### src/verilog/evt_irq_defs.vh
// Register offsets, field layouts, reset values for event interrupt flags
`ifndef EVT_IRQ_DEFS_VH
`define EVT_IRQ_DEFS_VH

// Word addresses of the six registers
`define ADDR_A_ENABLE 16'h742C
`define ADDR_B_ENABLE 16'h742D
`define ADDR_C_ENABLE 16'h742E
`define ADDR_A_FLAGS 16'h742F
`define ADDR_B_FLAGS 16'h7430
`define ADDR_C_FLAGS 16'h7431

// Implemented bit masks per group
`define MASK_A 16'h078F
`define MASK_B 16'h000F
`define MASK_C 16'h0007

// Reset values
`define RST_A_ENABLE 16'h0001
`define RST_B_ENABLE 16'h0000
`define RST_C_ENABLE 16'h0000
`define RST_FLAGS 16'h0000

// Group A field positions
`define A_DRIVE_FAULT 0
`define A_CMP1 1
`define A_CMP2 2
`define A_CMP3 3
`define A_T1_PERIOD 7
`define A_T1_MATCH 8
`define A_T1_UNDER 9
`define A_T1_OVER 10

// Timer counter limits that raise under and over flags
`define CNT_BOTTOM 16'h0000
`define CNT_TOP 16'hFFFF

`endif

### src/verilog/event_mgr_irq_flags_masks.v
// Event manager interrupt flag and mask registers, three groups
//
// The address-and-strobe port is this design's own decision.
`timescale 1ns/100ps
`include "evt_irq_defs.vh"

// Contract
// [RL1] Flag reads show set as one
// [RL2] Write one clears flag, zero keeps
// [RL3] Reserved bits read zero, ignore writes
// [RL4] Group A flag bit layout
// [RL5] Group B flags at 7430h
// [RL6] Group C flags at 7431h
// [RL7] Group A enables at 742Ch, same positions
// [RL8] Drive-fault enable resets to one
// [RL9] Group B enables at 742Dh
// [RL10] Group C enables at 742Eh
// [RL11] All other bits reset to zero
// [RL12] Event sets flag; request when enabled
// [RL13] Timer flags from counter conditions
// [RL14] Three groups, lowest bit highest priority
// [RL15] Software clears serviced flags by writing one
// [RL16] Set wins over same-cycle clear
// [RL17] Request is OR of flags and enables
module event_mgr_irq_flags_masks (
    input wire clk_in, // System clock, 10 MHz
    input wire sys_rst_in, // Async reset, active high
    input wire [15:0] addr_in, // Register word address
    input wire [15:0] wdata_in, // Write data
    input wire wr_in, // Write strobe
    input wire rd_in, // Read strobe
    input wire drive_fault_in, // Drive protection fault event
    input wire [2:0] cmp_match_in, // Compare unit 3..1 events
    input wire [2:0] capture_in, // Capture unit 3..1 events
    input wire [15:0] timer1_cnt_in, // Timer 1 counter
    input wire [15:0] timer1_cmp_in, // Timer 1 compare value
    input wire [15:0] timer1_per_in, // Timer 1 period value
    input wire timer1_tick_in, // Timer 1 counter updated
    input wire [15:0] timer2_cnt_in, // Timer 2 counter
    input wire [15:0] timer2_cmp_in, // Timer 2 compare value
    input wire [15:0] timer2_per_in, // Timer 2 period value
    input wire timer2_tick_in, // Timer 2 counter updated
    output reg [15:0] rdata_out, // Read data, cycle after strobe
    output wire req_a_out, // Group A request
    output wire req_b_out, // Group B request
    output wire req_c_out, // Group C request
    output reg [3:0] top_a_out, // Highest pending A bit index
    output reg [1:0] top_b_out, // Highest pending B bit index
    output reg [1:0] top_c_out // Highest pending C bit index
);

    wire [15:0] flags_a;
    wire [15:0] flags_b;
    wire [15:0] flags_c;
    wire [15:0] en_a;
    wire [15:0] en_b;
    wire [15:0] en_c;
    wire [15:0] evt_a;
    wire [15:0] evt_b;
    wire [15:0] evt_c;
    wire [3:0] t1_evt;
    wire [3:0] t2_evt;
    wire [15:0] pend_a;
    wire [15:0] pend_b;
    wire [15:0] pend_c;
    reg [15:0] rdata_next;
    reg [3:0] top_a_next;
    reg [1:0] top_b_next;
    reg [1:0] top_c_next;
    integer i;

    // Timer events: period, match, under, over, only on a counter update
    assign t1_evt[0] = timer1_tick_in
                       && (timer1_cnt_in == timer1_per_in); // [RL13]
    assign t1_evt[1] = timer1_tick_in
                       && (timer1_cnt_in == timer1_cmp_in); // [RL13]
    assign t1_evt[2] = timer1_tick_in
                       && (timer1_cnt_in == `CNT_BOTTOM); // [RL13]
    assign t1_evt[3] = timer1_tick_in
                       && (timer1_cnt_in == `CNT_TOP); // [RL13]
    assign t2_evt[0] = timer2_tick_in
                       && (timer2_cnt_in == timer2_per_in); // [RL13]
    assign t2_evt[1] = timer2_tick_in
                       && (timer2_cnt_in == timer2_cmp_in); // [RL13]
    assign t2_evt[2] = timer2_tick_in
                       && (timer2_cnt_in == `CNT_BOTTOM); // [RL13]
    assign t2_evt[3] = timer2_tick_in
                       && (timer2_cnt_in == `CNT_TOP); // [RL13]

    // Group A layout: timer 1 at 10..7, compares 3..1, fault at 0
    assign evt_a = {5'h00, t1_evt[3], t1_evt[2], t1_evt[1], t1_evt[0],
                    3'h0, cmp_match_in, drive_fault_in}; // [RL4]
    assign evt_b = {12'h000, t2_evt[3], t2_evt[2], t2_evt[1],
                    t2_evt[0]}; // [RL5]
    assign evt_c = {13'h0000, capture_in}; // [RL6]

    // Three independent groups, each its own flag and enable pair
    irq_flag_group #(.IMPL_MASK(`MASK_A), .EN_RESET(`RST_A_ENABLE)) grp_a (
        .clk_in(clk_in),
        .sys_rst_in(sys_rst_in),
        .event_in(evt_a),
        .flag_wr_in(wr_in && addr_in == `ADDR_A_FLAGS), // [RL4]
        .en_wr_in(wr_in && addr_in == `ADDR_A_ENABLE), // [RL7]
        .wdata_in(wdata_in),
        .flags_out(flags_a),
        .enable_out(en_a),
        .req_out(req_a_out)
    ); // [RL14]

    irq_flag_group #(.IMPL_MASK(`MASK_B), .EN_RESET(`RST_B_ENABLE)) grp_b (
        .clk_in(clk_in),
        .sys_rst_in(sys_rst_in),
        .event_in(evt_b),
        .flag_wr_in(wr_in && addr_in == `ADDR_B_FLAGS), // [RL5]
        .en_wr_in(wr_in && addr_in == `ADDR_B_ENABLE), // [RL9]
        .wdata_in(wdata_in),
        .flags_out(flags_b),
        .enable_out(en_b),
        .req_out(req_b_out)
    ); // [RL14]

    irq_flag_group #(.IMPL_MASK(`MASK_C), .EN_RESET(`RST_C_ENABLE)) grp_c (
        .clk_in(clk_in),
        .sys_rst_in(sys_rst_in),
        .event_in(evt_c),
        .flag_wr_in(wr_in && addr_in == `ADDR_C_FLAGS), // [RL6]
        .en_wr_in(wr_in && addr_in == `ADDR_C_ENABLE), // [RL10]
        .wdata_in(wdata_in),
        .flags_out(flags_c),
        .enable_out(en_c),
        .req_out(req_c_out)
    ); // [RL14]

    // Pending and enabled sources per group
    assign pend_a = flags_a & en_a;
    assign pend_b = flags_b & en_b;
    assign pend_c = flags_c & en_c;

    // Read mux; unmapped addresses read zero
    always @* begin
        rdata_next = 16'h0000;
        if (rd_in) begin
            case (addr_in)
                `ADDR_A_FLAGS: rdata_next = flags_a; // [RL1]
                `ADDR_B_FLAGS: rdata_next = flags_b; // [RL1]
                `ADDR_C_FLAGS: rdata_next = flags_c; // [RL1]
                `ADDR_A_ENABLE: rdata_next = en_a;
                `ADDR_B_ENABLE: rdata_next = en_b;
                `ADDR_C_ENABLE: rdata_next = en_c;
                default: rdata_next = 16'h0000; // [RL3]
            endcase
        end
    end

    // Priority: scan from high bit down so lowest set bit wins
    always @* begin
        top_a_next = 4'hF;
        top_b_next = 2'h0;
        top_c_next = 2'h0;
        for (i = 15; i >= 0; i = i - 1) begin
            if (pend_a[i]) begin
                top_a_next = i[3:0]; // [RL14]
            end
        end
        for (i = 3; i >= 0; i = i - 1) begin
            if (pend_b[i]) begin
                top_b_next = i[1:0]; // [RL14]
            end
        end
        for (i = 2; i >= 0; i = i - 1) begin
            if (pend_c[i]) begin
                top_c_next = i[1:0]; // [RL14]
            end
        end
    end

    // Read data valid only in the cycle after the strobe
    always @(posedge clk_in or posedge sys_rst_in) begin
        if (sys_rst_in) begin
            rdata_out <= 16'h0000;
            top_a_out <= 4'hF;
            top_b_out <= 2'h0;
            top_c_out <= 2'h0;
        end else begin
            rdata_out <= rdata_next;
            top_a_out <= top_a_next;
            top_b_out <= top_b_next;
            top_c_out <= top_c_next;
        end
    end

endmodule

### src/verilog/irq_flag_group.v
// One group of sticky event flags with write-one-to-clear and a mask
`timescale 1ns/100ps
`include "evt_irq_defs.vh"

module irq_flag_group #(
    parameter [15:0] IMPL_MASK = 16'h000F, // Implemented bits
    parameter [15:0] EN_RESET = 16'h0000 // Enable reset value
) (
    input wire clk_in, // System clock
    input wire sys_rst_in, // Async reset, high
    input wire [15:0] event_in, // One-cycle event pulses
    input wire flag_wr_in, // Write strobe to flag register
    input wire en_wr_in, // Write strobe to enable register
    input wire [15:0] wdata_in, // Write data
    output reg [15:0] flags_out, // Flag register
    output reg [15:0] enable_out, // Enable register
    output reg req_out // Group request
);

    wire [15:0] clr_bits;
    wire [15:0] flags_next;
    wire [15:0] enable_next;

    // Clear only written ones; a coincident event wins over the clear
    assign clr_bits = flag_wr_in ? (wdata_in & IMPL_MASK) : 16'h0000; // [RL2]
    assign flags_next = ((flags_out & ~clr_bits) | event_in)
                        & IMPL_MASK; // [RL16] [RL3]
    assign enable_next = en_wr_in ? (wdata_in & IMPL_MASK) : enable_out;

    // Registers; reserved bits never store, so they read as zero
    always @(posedge clk_in or posedge sys_rst_in) begin
        if (sys_rst_in) begin
            flags_out <= `RST_FLAGS; // [RL11]
            enable_out <= EN_RESET; // [RL8] [RL11]
            req_out <= 1'b0;
        end else begin
            flags_out <= flags_next; // [RL12]
            enable_out <= enable_next; // [RL3]
            // Registered from current state: follows one cycle after change
            req_out <= |(flags_out & enable_out); // [RL17] [RL12]
        end
    end

endmodule

### config.mk
export PLATFORM = sky130hd
export DESIGN_NAME = event_mgr_irq_flags_masks
export DESIGN_NICKNAME = d
export VERILOG_FILES = /design/src/verilog/event_mgr_irq_flags_masks.v /design/src/verilog/irq_flag_group.v
export VERILOG_INCLUDE_DIRS = /design/src /design/src/verilog
export SDC_FILE = /design/constraint.sdc
export NUM_CORES = 1
export LEC_CHECK = 0
export BUFFER_PORTS_ARGS = -buffer_cell sky130_fd_sc_hd__buf_2
export CAP_MARGIN = 15
export CORE_ASPECT_RATIO = 0.6
export CORE_MARGIN = 3
export CORE_UTILIZATION = 49
export CTS_CLUSTER_SIZE = 30
export DETAILED_ROUTE_END_ITERATION = 10
export GPL_TIMING_DRIVEN = 0
export PLACE_DENSITY = 0.86
export SLEW_MARGIN = 20
export SYNTH_ARGS = -nofsm -noshare
export SYNTH_HDL_FRONTEND = slang
export SYNTH_SLANG_ARGS = --single-unit
### constraint.sdc
create_clock -name clk_in -period 5.2 [get_ports clk_in]
set_clock_uncertainty 0.2 [all_clocks]
set_input_delay 1.04 -clock clk_in [delete_from_list [all_inputs] [get_ports clk_in]]
set_output_delay 1.04 -clock clk_in [all_outputs]
set_load 0.03 [all_outputs]
==> results of run 1 <==
==> worst paths after layout <==
check,from,to,slack [ns],cells past startpoint
worst max register to register,grp_a.flags_out[9],top_a_out[0],3.61,4
worst min-delay path,grp_c.enable_out[0],top_c_out[0],0.31,1
max in group asynchronous,sys_rst_in,grp_a.enable_out[0],3.66,3
worst max-delay path,addr_in[15],grp_a.enable_out[10],2.36,6
min in group asynchronous,sys_rst_in,rdata_out[2],0.55,2
worst min register to register,grp_c.enable_out[0],top_c_out[0],0.31,1
==> flip-flops by register name (all words and copies together) (netlist names) <==
signal	cells
grp_a.enable_out	8
grp_a.flags_out	8
rdata_out	8
grp_b.enable_out	4
grp_b.flags_out	4
top_a_out	4
grp_c.enable_out	3
grp_c.flags_out	3
top_b_out	2
top_c_out	2
grp_a.req_out	1
grp_b.req_out	1
grp_c.req_out	1
==> report_power, final <==
part	internal (mW)	switching [mW]	total [mW]
sequential	0.381	0.000148	0.381
combinational	0.0744	0.0895	0.164
clock	0.0960	0.128	0.224
==> worst max-delay path, stage by stage <==
cell      delay (ns)
buf_2           0.10
nand4b_1        0.54
nor2_1          0.40
and4_1          0.22
buf_4           0.18
mux2_2          0.36
==> cells by family after synthesis <==
kind of cell | Yosys count
multiplexers | 20
AND/OR/NAND/NOR | 126
other | 1
AO/OA/AOI/OAI | 48
buffers and inverters | 19
flip-flops | 49
XOR/XNOR | 64
==> cells in the final DEF (no fill, tap or decap), types with 3 or more instances in the layout <==
| cell | instances |
|---|---|
| a32oi_1 | 6 |
| mux2i_1 | 3 |
| mux2_2 | 17 |
| xor2_1 | 60 |
| clkbuf_8 | 5 |
| nand3_1 | 25 |
| dfstp_2 | 5 |
| buf_2 | 153 |
| nor4_1 | 19 |
| o2bb2ai_1 | 4 |
| nand4b_1 | 5 |
| nor2_1 | 12 |
| o21ai_0 | 9 |
| a21oi_1 | 4 |
| a22oi_1 | 4 |
| nor3_1 | 9 |
| a21o_1 | 9 |
| inv_1 | 4 |
| nand4_1 | 11 |
| dfrtp_1 | 44 |
| xnor2_1 | 4 |
| nand2_1 | 23 |
| conb_1 | 8 |
| buf_4 | 9 |
| a21boi_0 | 4 |
==> routing by layer <==
layer / vias to the layer above / global-route usage / wire length, µm
met3: 32 / 0.0715 / 1100
li1: 1536 / - / -
met1: 1560 / 0.339 / 4140
met4: 0 / 0.0707 / 214
met5: - / 0 / 0
met2: 212 / 0.389 / 4490
==> layout make-up <==
type                            count  share of cell area
Buffer                             14              0.0247
Clock buffer                        6              0.0172
Clock inverter                      2             0.00327
Inverter                            5             0.00446
Multi-Input combinational cell    266               0.449
Sequential cell                    49               0.293
Tap cell                           84              0.0249
Timing Repair Buffer              152               0.184
==> flow_summary.yaml, run 1 <==
sta:
  worst_slack_ns: 2.36
  finalCriticalPeriod_ns: 2.84
  fin_crit_sh: 0.547
  holdWs_ns: 0.308
  max_freq_mhz: 352
  slew_viol_final: 0
  rsz0062_at_grt: "no"
  final-setup-viol-count: 0
  final_hold_viol_count: 0
  tightest_slew_ns: 0.715
  tns_ns: 0
  slew_headroom: 0.522
place:
  placed_area_mm2: 0.00413
  dpl.hpwl_um: 8190
  io_buffers: 151
  place_congestion: 0.948
  dpl.cell_count: 570
  dp_slack_ns: 2.12
cells_and_area:
  nets: 634
  diodes: 0
  drive_above_1_share: 0.409
  regArea_mm2: 0.00123
  n_fill_cell: 498
  final_util: 0.674
  multi_input_area_mm2: 0.00189
  area_growth_pct: 30.9
  final_cell_area_mm2: 0.00421
  final_cells: 578
clock_tree:
  cts_tree: "yes"
  cts-htree-levels: 2
  cts-buffers-inserted: 5
  clkLatencyLatePin_ns: 0.30
  cts_sinks: 49
  clock_path_buffers: 2
  holdBufCountCts: 0
  cts_root_buf: "clkbuf_8"
  clkTransAtPathRegs_ns: 0.09
  cts_resized: 0
  post_cts_buffers: 0
critical_path:
  critPathArrivalTime_ns: 2.83
  startpoint_type: "primary input"
  critPathKind: "primary input to register"
  worstSetupEndpointType: "register"
  worstPathMaxFanout: 9
  required_ns: 5.19
global_route:
  grt_max_degree: 28
  grtUsageTotal: 0.248
  grt_pass1_wl_um: 14700
  first_global_vias: 3016
  antenna_found_initial: 0
  grt_overflow: 0
floorplan:
  ioPinCount: 168
  initial_core_util: 0.515
  die_h_um: 68.8
  fp.dieArea_mm2: 0.00761
  fp-row-count: 22
  die_w_um: 111
  core_mm2: 0.00625
synthesis:
  ys_seq_area_frac: 0.383
  async_flop_share: 1.00
  syn_area_mm2: 0.00322
  synth_most_common_cell: "xor2_1"
  ys_warn_count: 0
  syn_avg_cell_area_um2: 9.85
  synth.distinct_cells: 47
  synth_top_area_frac: 0.342
  synth_top_cell_by_area: "dfrtp_1"
  synth_edf_count: 0
  synth-xor-area-share: 0.174
  synth_top_family_by_area: "simple AND/OR/NAND/NOR gates"
  synth_common_cells: "xor2_1, dfrtp_1, nand3_1, nand2_1, nor4_1"
  synth_cells: 327
  synth_compound_area_frac: 0.107
  synth-seq-cells: 49
  ys.flop_type: "dfrtp_1"
  synthAdderAreaFrac: 0
  synthMuxAreaShare: 0.0688
  synthSimpleGateAreaFrac: 0.228
  synth_top_cells_by_area: "dfrtp_1, xor2_1, mux2_2"
drt:
  wirelength_um: 9950
  via_per_inst: 5.78
  via_count: 3340
  drtIter0Drc: 356
  drc: 0
  firstDrtPassIters: 5
  drtAntennaViolNets: 0
  post_drt_wl_per_cell_um: 17.2
run_status:
  outcome: "completed"
min_path:
  hold_class: "register to register"
pwr:
  ir_drop_mv: 0.108
  finalPower_uw: 769
  power.density_mw_per_mm2: 183
  p_leak_nw: 2.02
flow_run:
  cap_violations: 0
Power figures use the tool's default switching activity.
==> inputs of run 2 (changes only) <==
--- a/config.mk
+++ b/config.mk
@@ -10,11 +10,11 @@
 export CAP_MARGIN = 15
 export CORE_ASPECT_RATIO = 0.6
 export CORE_MARGIN = 3
-export CORE_UTILIZATION = 49
+export CORE_UTILIZATION = 41
 export CTS_CLUSTER_SIZE = 30
 export DETAILED_ROUTE_END_ITERATION = 10
 export GPL_TIMING_DRIVEN = 0
-export PLACE_DENSITY = 0.86
+export PLACE_DENSITY = 0.77
 export SLEW_MARGIN = 20
 export SYNTH_ARGS = -nofsm -noshare
 export SYNTH_HDL_FRONTEND = slang
==> constraint.sdc (replaced) <==
create_clock -name clk_in -period 2.3 [get_ports clk_in]
set_clock_uncertainty 0.2 [all_clocks]
set_input_delay 0.46 -clock clk_in [delete_from_list [all_inputs] [get_ports clk_in]]
set_output_delay 0.46 -clock clk_in [all_outputs]
set_load 0.03 [all_outputs]
==> run 2 against run 1 <==
The run now ends with hold timing left; total power grew to 2.8 times the previous value; critical path depth increased by 1; first-iteration DRC count shrank 14%; cell count rose by 3.5%; die area increased by 18%; combinational power rose by 120%; count of clock-buffer cells in the layout decreased by 1; clock power increased to 4.1 times the previous value; final area increased by 3.1%; critical endpoint is now grp_a.enable_out[9]; largest cell class unchanged.
==> flow_summary.yaml, run 2 (same netlist as run 1, synthesis figures left out) <==
run_status:
  outcome: "finished, violations left"
  violations: "hold timing"
sta:
  rsz0062_at_grt: "no"
  final-setup-viol-count: 0
  fin_crit_sh: 0.984
  finalCriticalPeriod_ns: 2.26
  final_hold_viol_count: 11
  slew_viol_final: 0
  max_freq_mhz: 442
  holdWs_ns: -0.00418
  slew_headroom: 0.553
  worst_slack_ns: 0.0370
  tightest_slew_ns: 0.668
global_route:
  grtUsageTotal: 0.207
  grt_pass1_wl_um: 14800
  grt_overflow: 0
  antenna_found_initial: 0
  first_global_vias: 3054
  grt_max_degree: 28
place:
  dpl.cell_count: 590
  io_buffers: 151
  place_congestion: 0.883
  dpl.hpwl_um: 7990
  dp_slack_ns: -0.202
floorplan:
  ioPinCount: 168
  die_h_um: 74.6
  die_w_um: 120
  fp.dieArea_mm2: 0.00899
  core_mm2: 0.00745
  fp-row-count: 24
  initial_core_util: 0.432
critical_path:
  slowest_delay_ns: 0.52
  startpoint_type: "primary input"
  critPathKind: "primary input to register"
  rr_startpoint: "grp_a.enable_out[9]"
  cp_slowest_cell: "or4b_4"
  crit_chain: "buf_2, or4b_4, buf_6, nor2_1, and4_1, buf_4, mux2_2"
  worstSetupEndpointType: "register"
  required_ns: 2.27
  cp_top_family: "simple AND/OR/NAND/NOR gates"
  cp-startpoint: "addr_in[9]"
  path_buf_inv: 3
  r2r_slack_ns: 0.80
  critPathArrivalTime_ns: 2.23
  worstPathMaxFanout: 9
cells_and_area:
  top_regs: "grp_a.enable_out (8), grp_a.flags_out (8), rdata_out (8)"
  n_fill_cell: 675
  final_cells: 598
  diodes: 0
  multi_input_area_mm2: 0.00189
  nets: 634
  layout_common_cells: "buf_2, xor2_1, dfrtp_1, nand3_1, nand2_1"
  area_growth_pct: 34.9
  regArea_mm2: 0.00123
  drive_above_1_share: 0.411
  final_common_cell: "buf_2"
clock_tree:
  cts_tree: "yes"
  cts-buffers-inserted: 5
  clkLatencyLatePin_ns: 0.28
  holdBufCountCts: 0
  post_cts_buffers: 0
  cts_sinks: 49
  clkTransAtPathRegs_ns: 0.07
  cts-htree-levels: 2
  cts_resized: 0
  clock_path_buffers: 2
  cts_root_buf: "clkbuf_16"
pwr:
  power.density_mw_per_mm2: 496
  ir_drop_mv: 0.265
  p_leak_nw: 2.07
drt:
  firstDrtPassIters: 5
  via_count: 3220
  via_per_inst: 5.38
  drtAntennaViolNets: 0
  wirelength_um: 9680
  drtIter0Drc: 305
  drc: 0
  post_drt_wl_per_cell_um: 16.2
flow_run:
  cap_violations: 0
min_path:
  hold_class: "primary input to asynchronous set/reset pin"
## run 2: changes by cell type in the layout (fill, tap and decap cells not counted), sizes merged
cell / delta
inv: -1
bufinv: +2
clkbuf: -1
## run 2: power breakdown
part | switching [mW] | total (mW) | internal, mW
logic | 0.199 | 0.368 | 0.168
clock network | 0.301 | 0.921 | 0.620
registers | 0.000307 | 0.863 | 0.863
total | 0.500 | 2.15 | 1.65
## run 2: worst register-to-register path: cells and delay by family, from the launching register on
family / cells / cell delay (ns)
flip-flops: 1 / 0.39
AO/OA/AOI/OAI: 3 / 0.73
AND/OR/NAND/NOR: 1 / 0.08
## run 2: metal layers
metal,global-route usage,vias up,wire length (µm)
li1,-,1527,-
met2,0.334,161,4440
met4,0.0239,0,40
met3,0.0488,8,831
met5,0,-,0
met1,0.298,1524,4370
## run 2: metrics by stage
stage	total power [mW]	hold WS, ns	instance area [µm²]	utilization	TNS [ns]
after floorplan	1.04	0.238	3250	-	0
after global placement	1.23	0.270	4130	0.555	-4.67
final	2.15	-0.00418	4340	0.583	0
after CTS	2.16	0.0104	4340	0.583	0
after detailed placement	1.24	0.282	4150	0.557	-3.24
after global routing	2.23	0.0349	4340	0.583	0
## run 2: path summary, 6_finish.rpt
| kind | endpoint | depth (start not counted) |
|---|---|---|
| worst max-delay path | grp_a.enable_out[9] | 7 |
| worst min-delay path | rdata_out[9] | 2 |
| worst max register to register | top_a_out[0] | 4 |
| worst min register to register | top_a_out[3] | 1 |
| max in group asynchronous | top_a_out[2] | 3 |
| min in group clk_in | grp_a.flags_out[3] | 2 |
## run 2: cell type report
| type | instances | area share |
|---|---|---|
| multi-input combinational | 266 | 0.435 |
| sequential | 49 | 0.284 |
| timing repair buffer | 152 | 0.179 |
| tap | 104 | 0.0300 |
| clock buffer | 5 | 0.0288 |
| buffer | 14 | 0.0239 |
| clock inverter | 3 | 0.0150 |
| inverter | 5 | 0.00432 |
==> inputs of run 3 (changes only) <==
--- a/config.mk
+++ b/config.mk
@@ -6,11 +6,12 @@
 export SDC_FILE = /design/constraint.sdc
 export NUM_CORES = 1
 export LEC_CHECK = 0
+export ABC_AREA = 1
 export BUFFER_PORTS_ARGS = -buffer_cell sky130_fd_sc_hd__buf_2
 export CAP_MARGIN = 15
-export CORE_ASPECT_RATIO = 0.6
+export CORE_ASPECT_RATIO = 1.2
 export CORE_MARGIN = 3
-export CORE_UTILIZATION = 41
+export CORE_UTILIZATION = 42
 export CTS_CLUSTER_SIZE = 30
 export DETAILED_ROUTE_END_ITERATION = 10
 export GPL_TIMING_DRIVEN = 0
==> run 3 against run 2 <==
The run still ends with hold timing left; cell count rose by 26%; largest power group is now sequential cells; sequential power hardly changed; die area rose by 3.3%; synthesized cell count grew 51%; sequential cell count unchanged; via count up 15%.
==> flow_summary.yaml, run 3 <==
critical_path:
  worstSetupEndpointType: "primary output"
  crit_chain: "buf_2"
  r2r_slack_ns: 1.01
  critPathArrivalTime_ns: 1.00
  required_ns: 1.64
  cp_slowest_cell: "dfstp_2"
  worstPathMaxFanout: 1
  cp-startpoint: "top_a_out[3]"
  rr_startpoint: "grp_a.enable_out[10]"
  worst_r2r_path_depth: 5
  path_buf_inv: 1
  startpoint_type: "register"
  slowest_delay_ns: 0.52
  critPathKind: "register to primary output"
  reg2reg_to: "top_a_out[0]"
  cp_top_family: "flip-flops"
flow_run:
  cap_violations: 0
clock_tree:
  clkLatencyLatePin_ns: 0.30
  post_cts_buffers: 0
  cts_root_buf: "clkbuf_8"
  holdBufCountCts: 0
  cts_sinks: 49
  clkTransAtPathRegs_ns: 0.09
  cts-htree-levels: 2
  clock_path_buffers: 2
  cts_tree: "yes"
  cts-buffers-inserted: 5
  cts_resized: 0
run_status:
  outcome: "finished, violations left"
  violations: "hold timing"
drt:
  wirelength_um: 9370
  via_per_inst: 4.91
  via_count: 3692
  drtIter0Drc: 148
  firstDrtPassIters: 4
  post_drt_wl_per_cell_um: 12.5
  drc: 0
  drtAntennaViolNets: 0
sta:
  tightest_slew_ns: 0.540
  slew_viol_final: 0
  tns_ns: 0
  rsz0062_at_grt: "no"
  worst_slack_ns: 0.638
  finalCriticalPeriod_ns: 1.66
  final_hold_viol_count: 19
  fin_crit_sh: 0.723
  holdWs_ns: -0.0114
  final-setup-viol-count: 0
  max_freq_mhz: 602
  slew_headroom: 0.639
place:
  place_congestion: 0.926
  io_buffers: 151
  dp_slack_ns: 0.340
  dpl.hpwl_um: 7960
  placed_area_mm2: 0.00435
pwr:
  ir_drop_mv: 0.280
  power.density_mw_per_mm2: 419
  p_leak_nw: 2.47
synthesis:
  ys_seq_area_frac: 0.359
  synth_common_cells: "nand2_1, inv_1, dfrtp_1, nor2_1, o21ai_0"
  synth.distinct_cells: 33
  synth_top_area_frac: 0.321
  synth-seq-cells: 49
  async_flop_share: 1.00
  ys.flop_type: "dfrtp_1"
  synth_top_cell_by_area: "dfrtp_1"
  syn_area_mm2: 0.00343
  synth_edf_count: 0
  ys_warn_count: 0
  synth_cells: 493
  synth_top_cells_by_area: "dfrtp_1, nand2_1, inv_1"
  synth_most_common_cell: "nand2_1"
  syn_avg_cell_area_um2: 6.95
floorplan:
  fp.dieArea_mm2: 0.00929
  ioPinCount: 168
  fp-row-count: 35
  initial_core_util: 0.440
  core_mm2: 0.00779
  die_h_um: 105
  die_w_um: 88.5
global_route:
  first_global_vias: 3478
  grt_max_degree: 26
  grtUsageTotal: 0.196
  antenna_found_initial: 0
  grt_overflow: 0
  grt_pass1_wl_um: 14800
cells_and_area:
  final_cell_area_mm2: 0.00447
  n_fill_cell: 759
  diodes: 0
  multi_input_area_mm2: 0.00186
  regArea_mm2: 0.00123
  layout_common_cells: "buf_2, nand2_1, inv_1, dfrtp_1, nor2_1"
  area_growth_pct: 30.5
  top_regs: "grp_a.enable_out (8), grp_a.flags_out (8), rdata_out (8)"
  final_util: 0.574
  final_common_cell: "buf_2"
  drive_above_1_share: 0.315
  nets: 800
min_path:
  hold_class: "primary input to asynchronous set/reset pin"
-- run 3: how the worst max path moves through the flow --
| stage | cells past startpoint | to | slack [ns] |
|---|---|---|---|
| global placement | 2 | grp_b.req_out | -0.07 |
| CTS | 1 | top_a_out[3] | 0.63 |
| finish | 1 | top_a_out[3] | 0.64 |
| floorplan | 1 | grp_a.enable_out[10] | 0.48 |
| detailed placement | 8 | grp_b.flags_out[2] | 0.34 |
| global route | 8 | grp_b.flags_out[2] | 0.48 |
-- run 3: kinds of logic after synthesis --
logic type | count (synthesis) | synth area share
xor gates and xnor gates | 25 | 0.0639
buffers and inverters | 82 | 0.105
and+or+nand+nor | 264 | 0.350
other | 1 | 0.00109
AOI/OAI and AO/OA | 72 | 0.121
DFF | 49 | 0.359
-- run 3: power breakdown --
group / switching, mW / total, mW / leakage, nW / internal, mW
clock: 0.282 / 0.636 / 0.0574 / 0.353
combinational: 0.207 / 0.375 / 1.79 / 0.168
sequential: 0.000339 / 0.862 / 0.631 / 0.862
total: 0.490 / 1.87 / 2.47 / 1.38
-- run 3: final cells by class --
class	count	share of cell area
plain buffers	13	0.0224
clock buffers	6	0.0185
clock inverters	2	0.00839
inverters	69	0.0579
multi-input cells	369	0.417
flip-flops and latches	49	0.276
well taps	92	0.0257
repair buffers	152	0.175
-- run 3: per-stage QoR --
step	instances	power (mW)	hold WS (ns)
2_1_floorplan	500	1.07	0.255
5_1_grt	752	1.96	0.0186
4_1_cts	752	1.89	0.00479
3_5_place_dp	744	1.25	0.293
6_report	752	1.87	-0.0114
3_3_place_gp	743	1.24	0.282
-- run 3: metal layers --
metal,up-vias,global-route usage,routed length (µm)
met5,-,0,0
met4,0,0.0767,220
met3,16,0.0197,603
met2,130,0.351,4720
met1,1645,0.235,3830
li1,1901,-,-
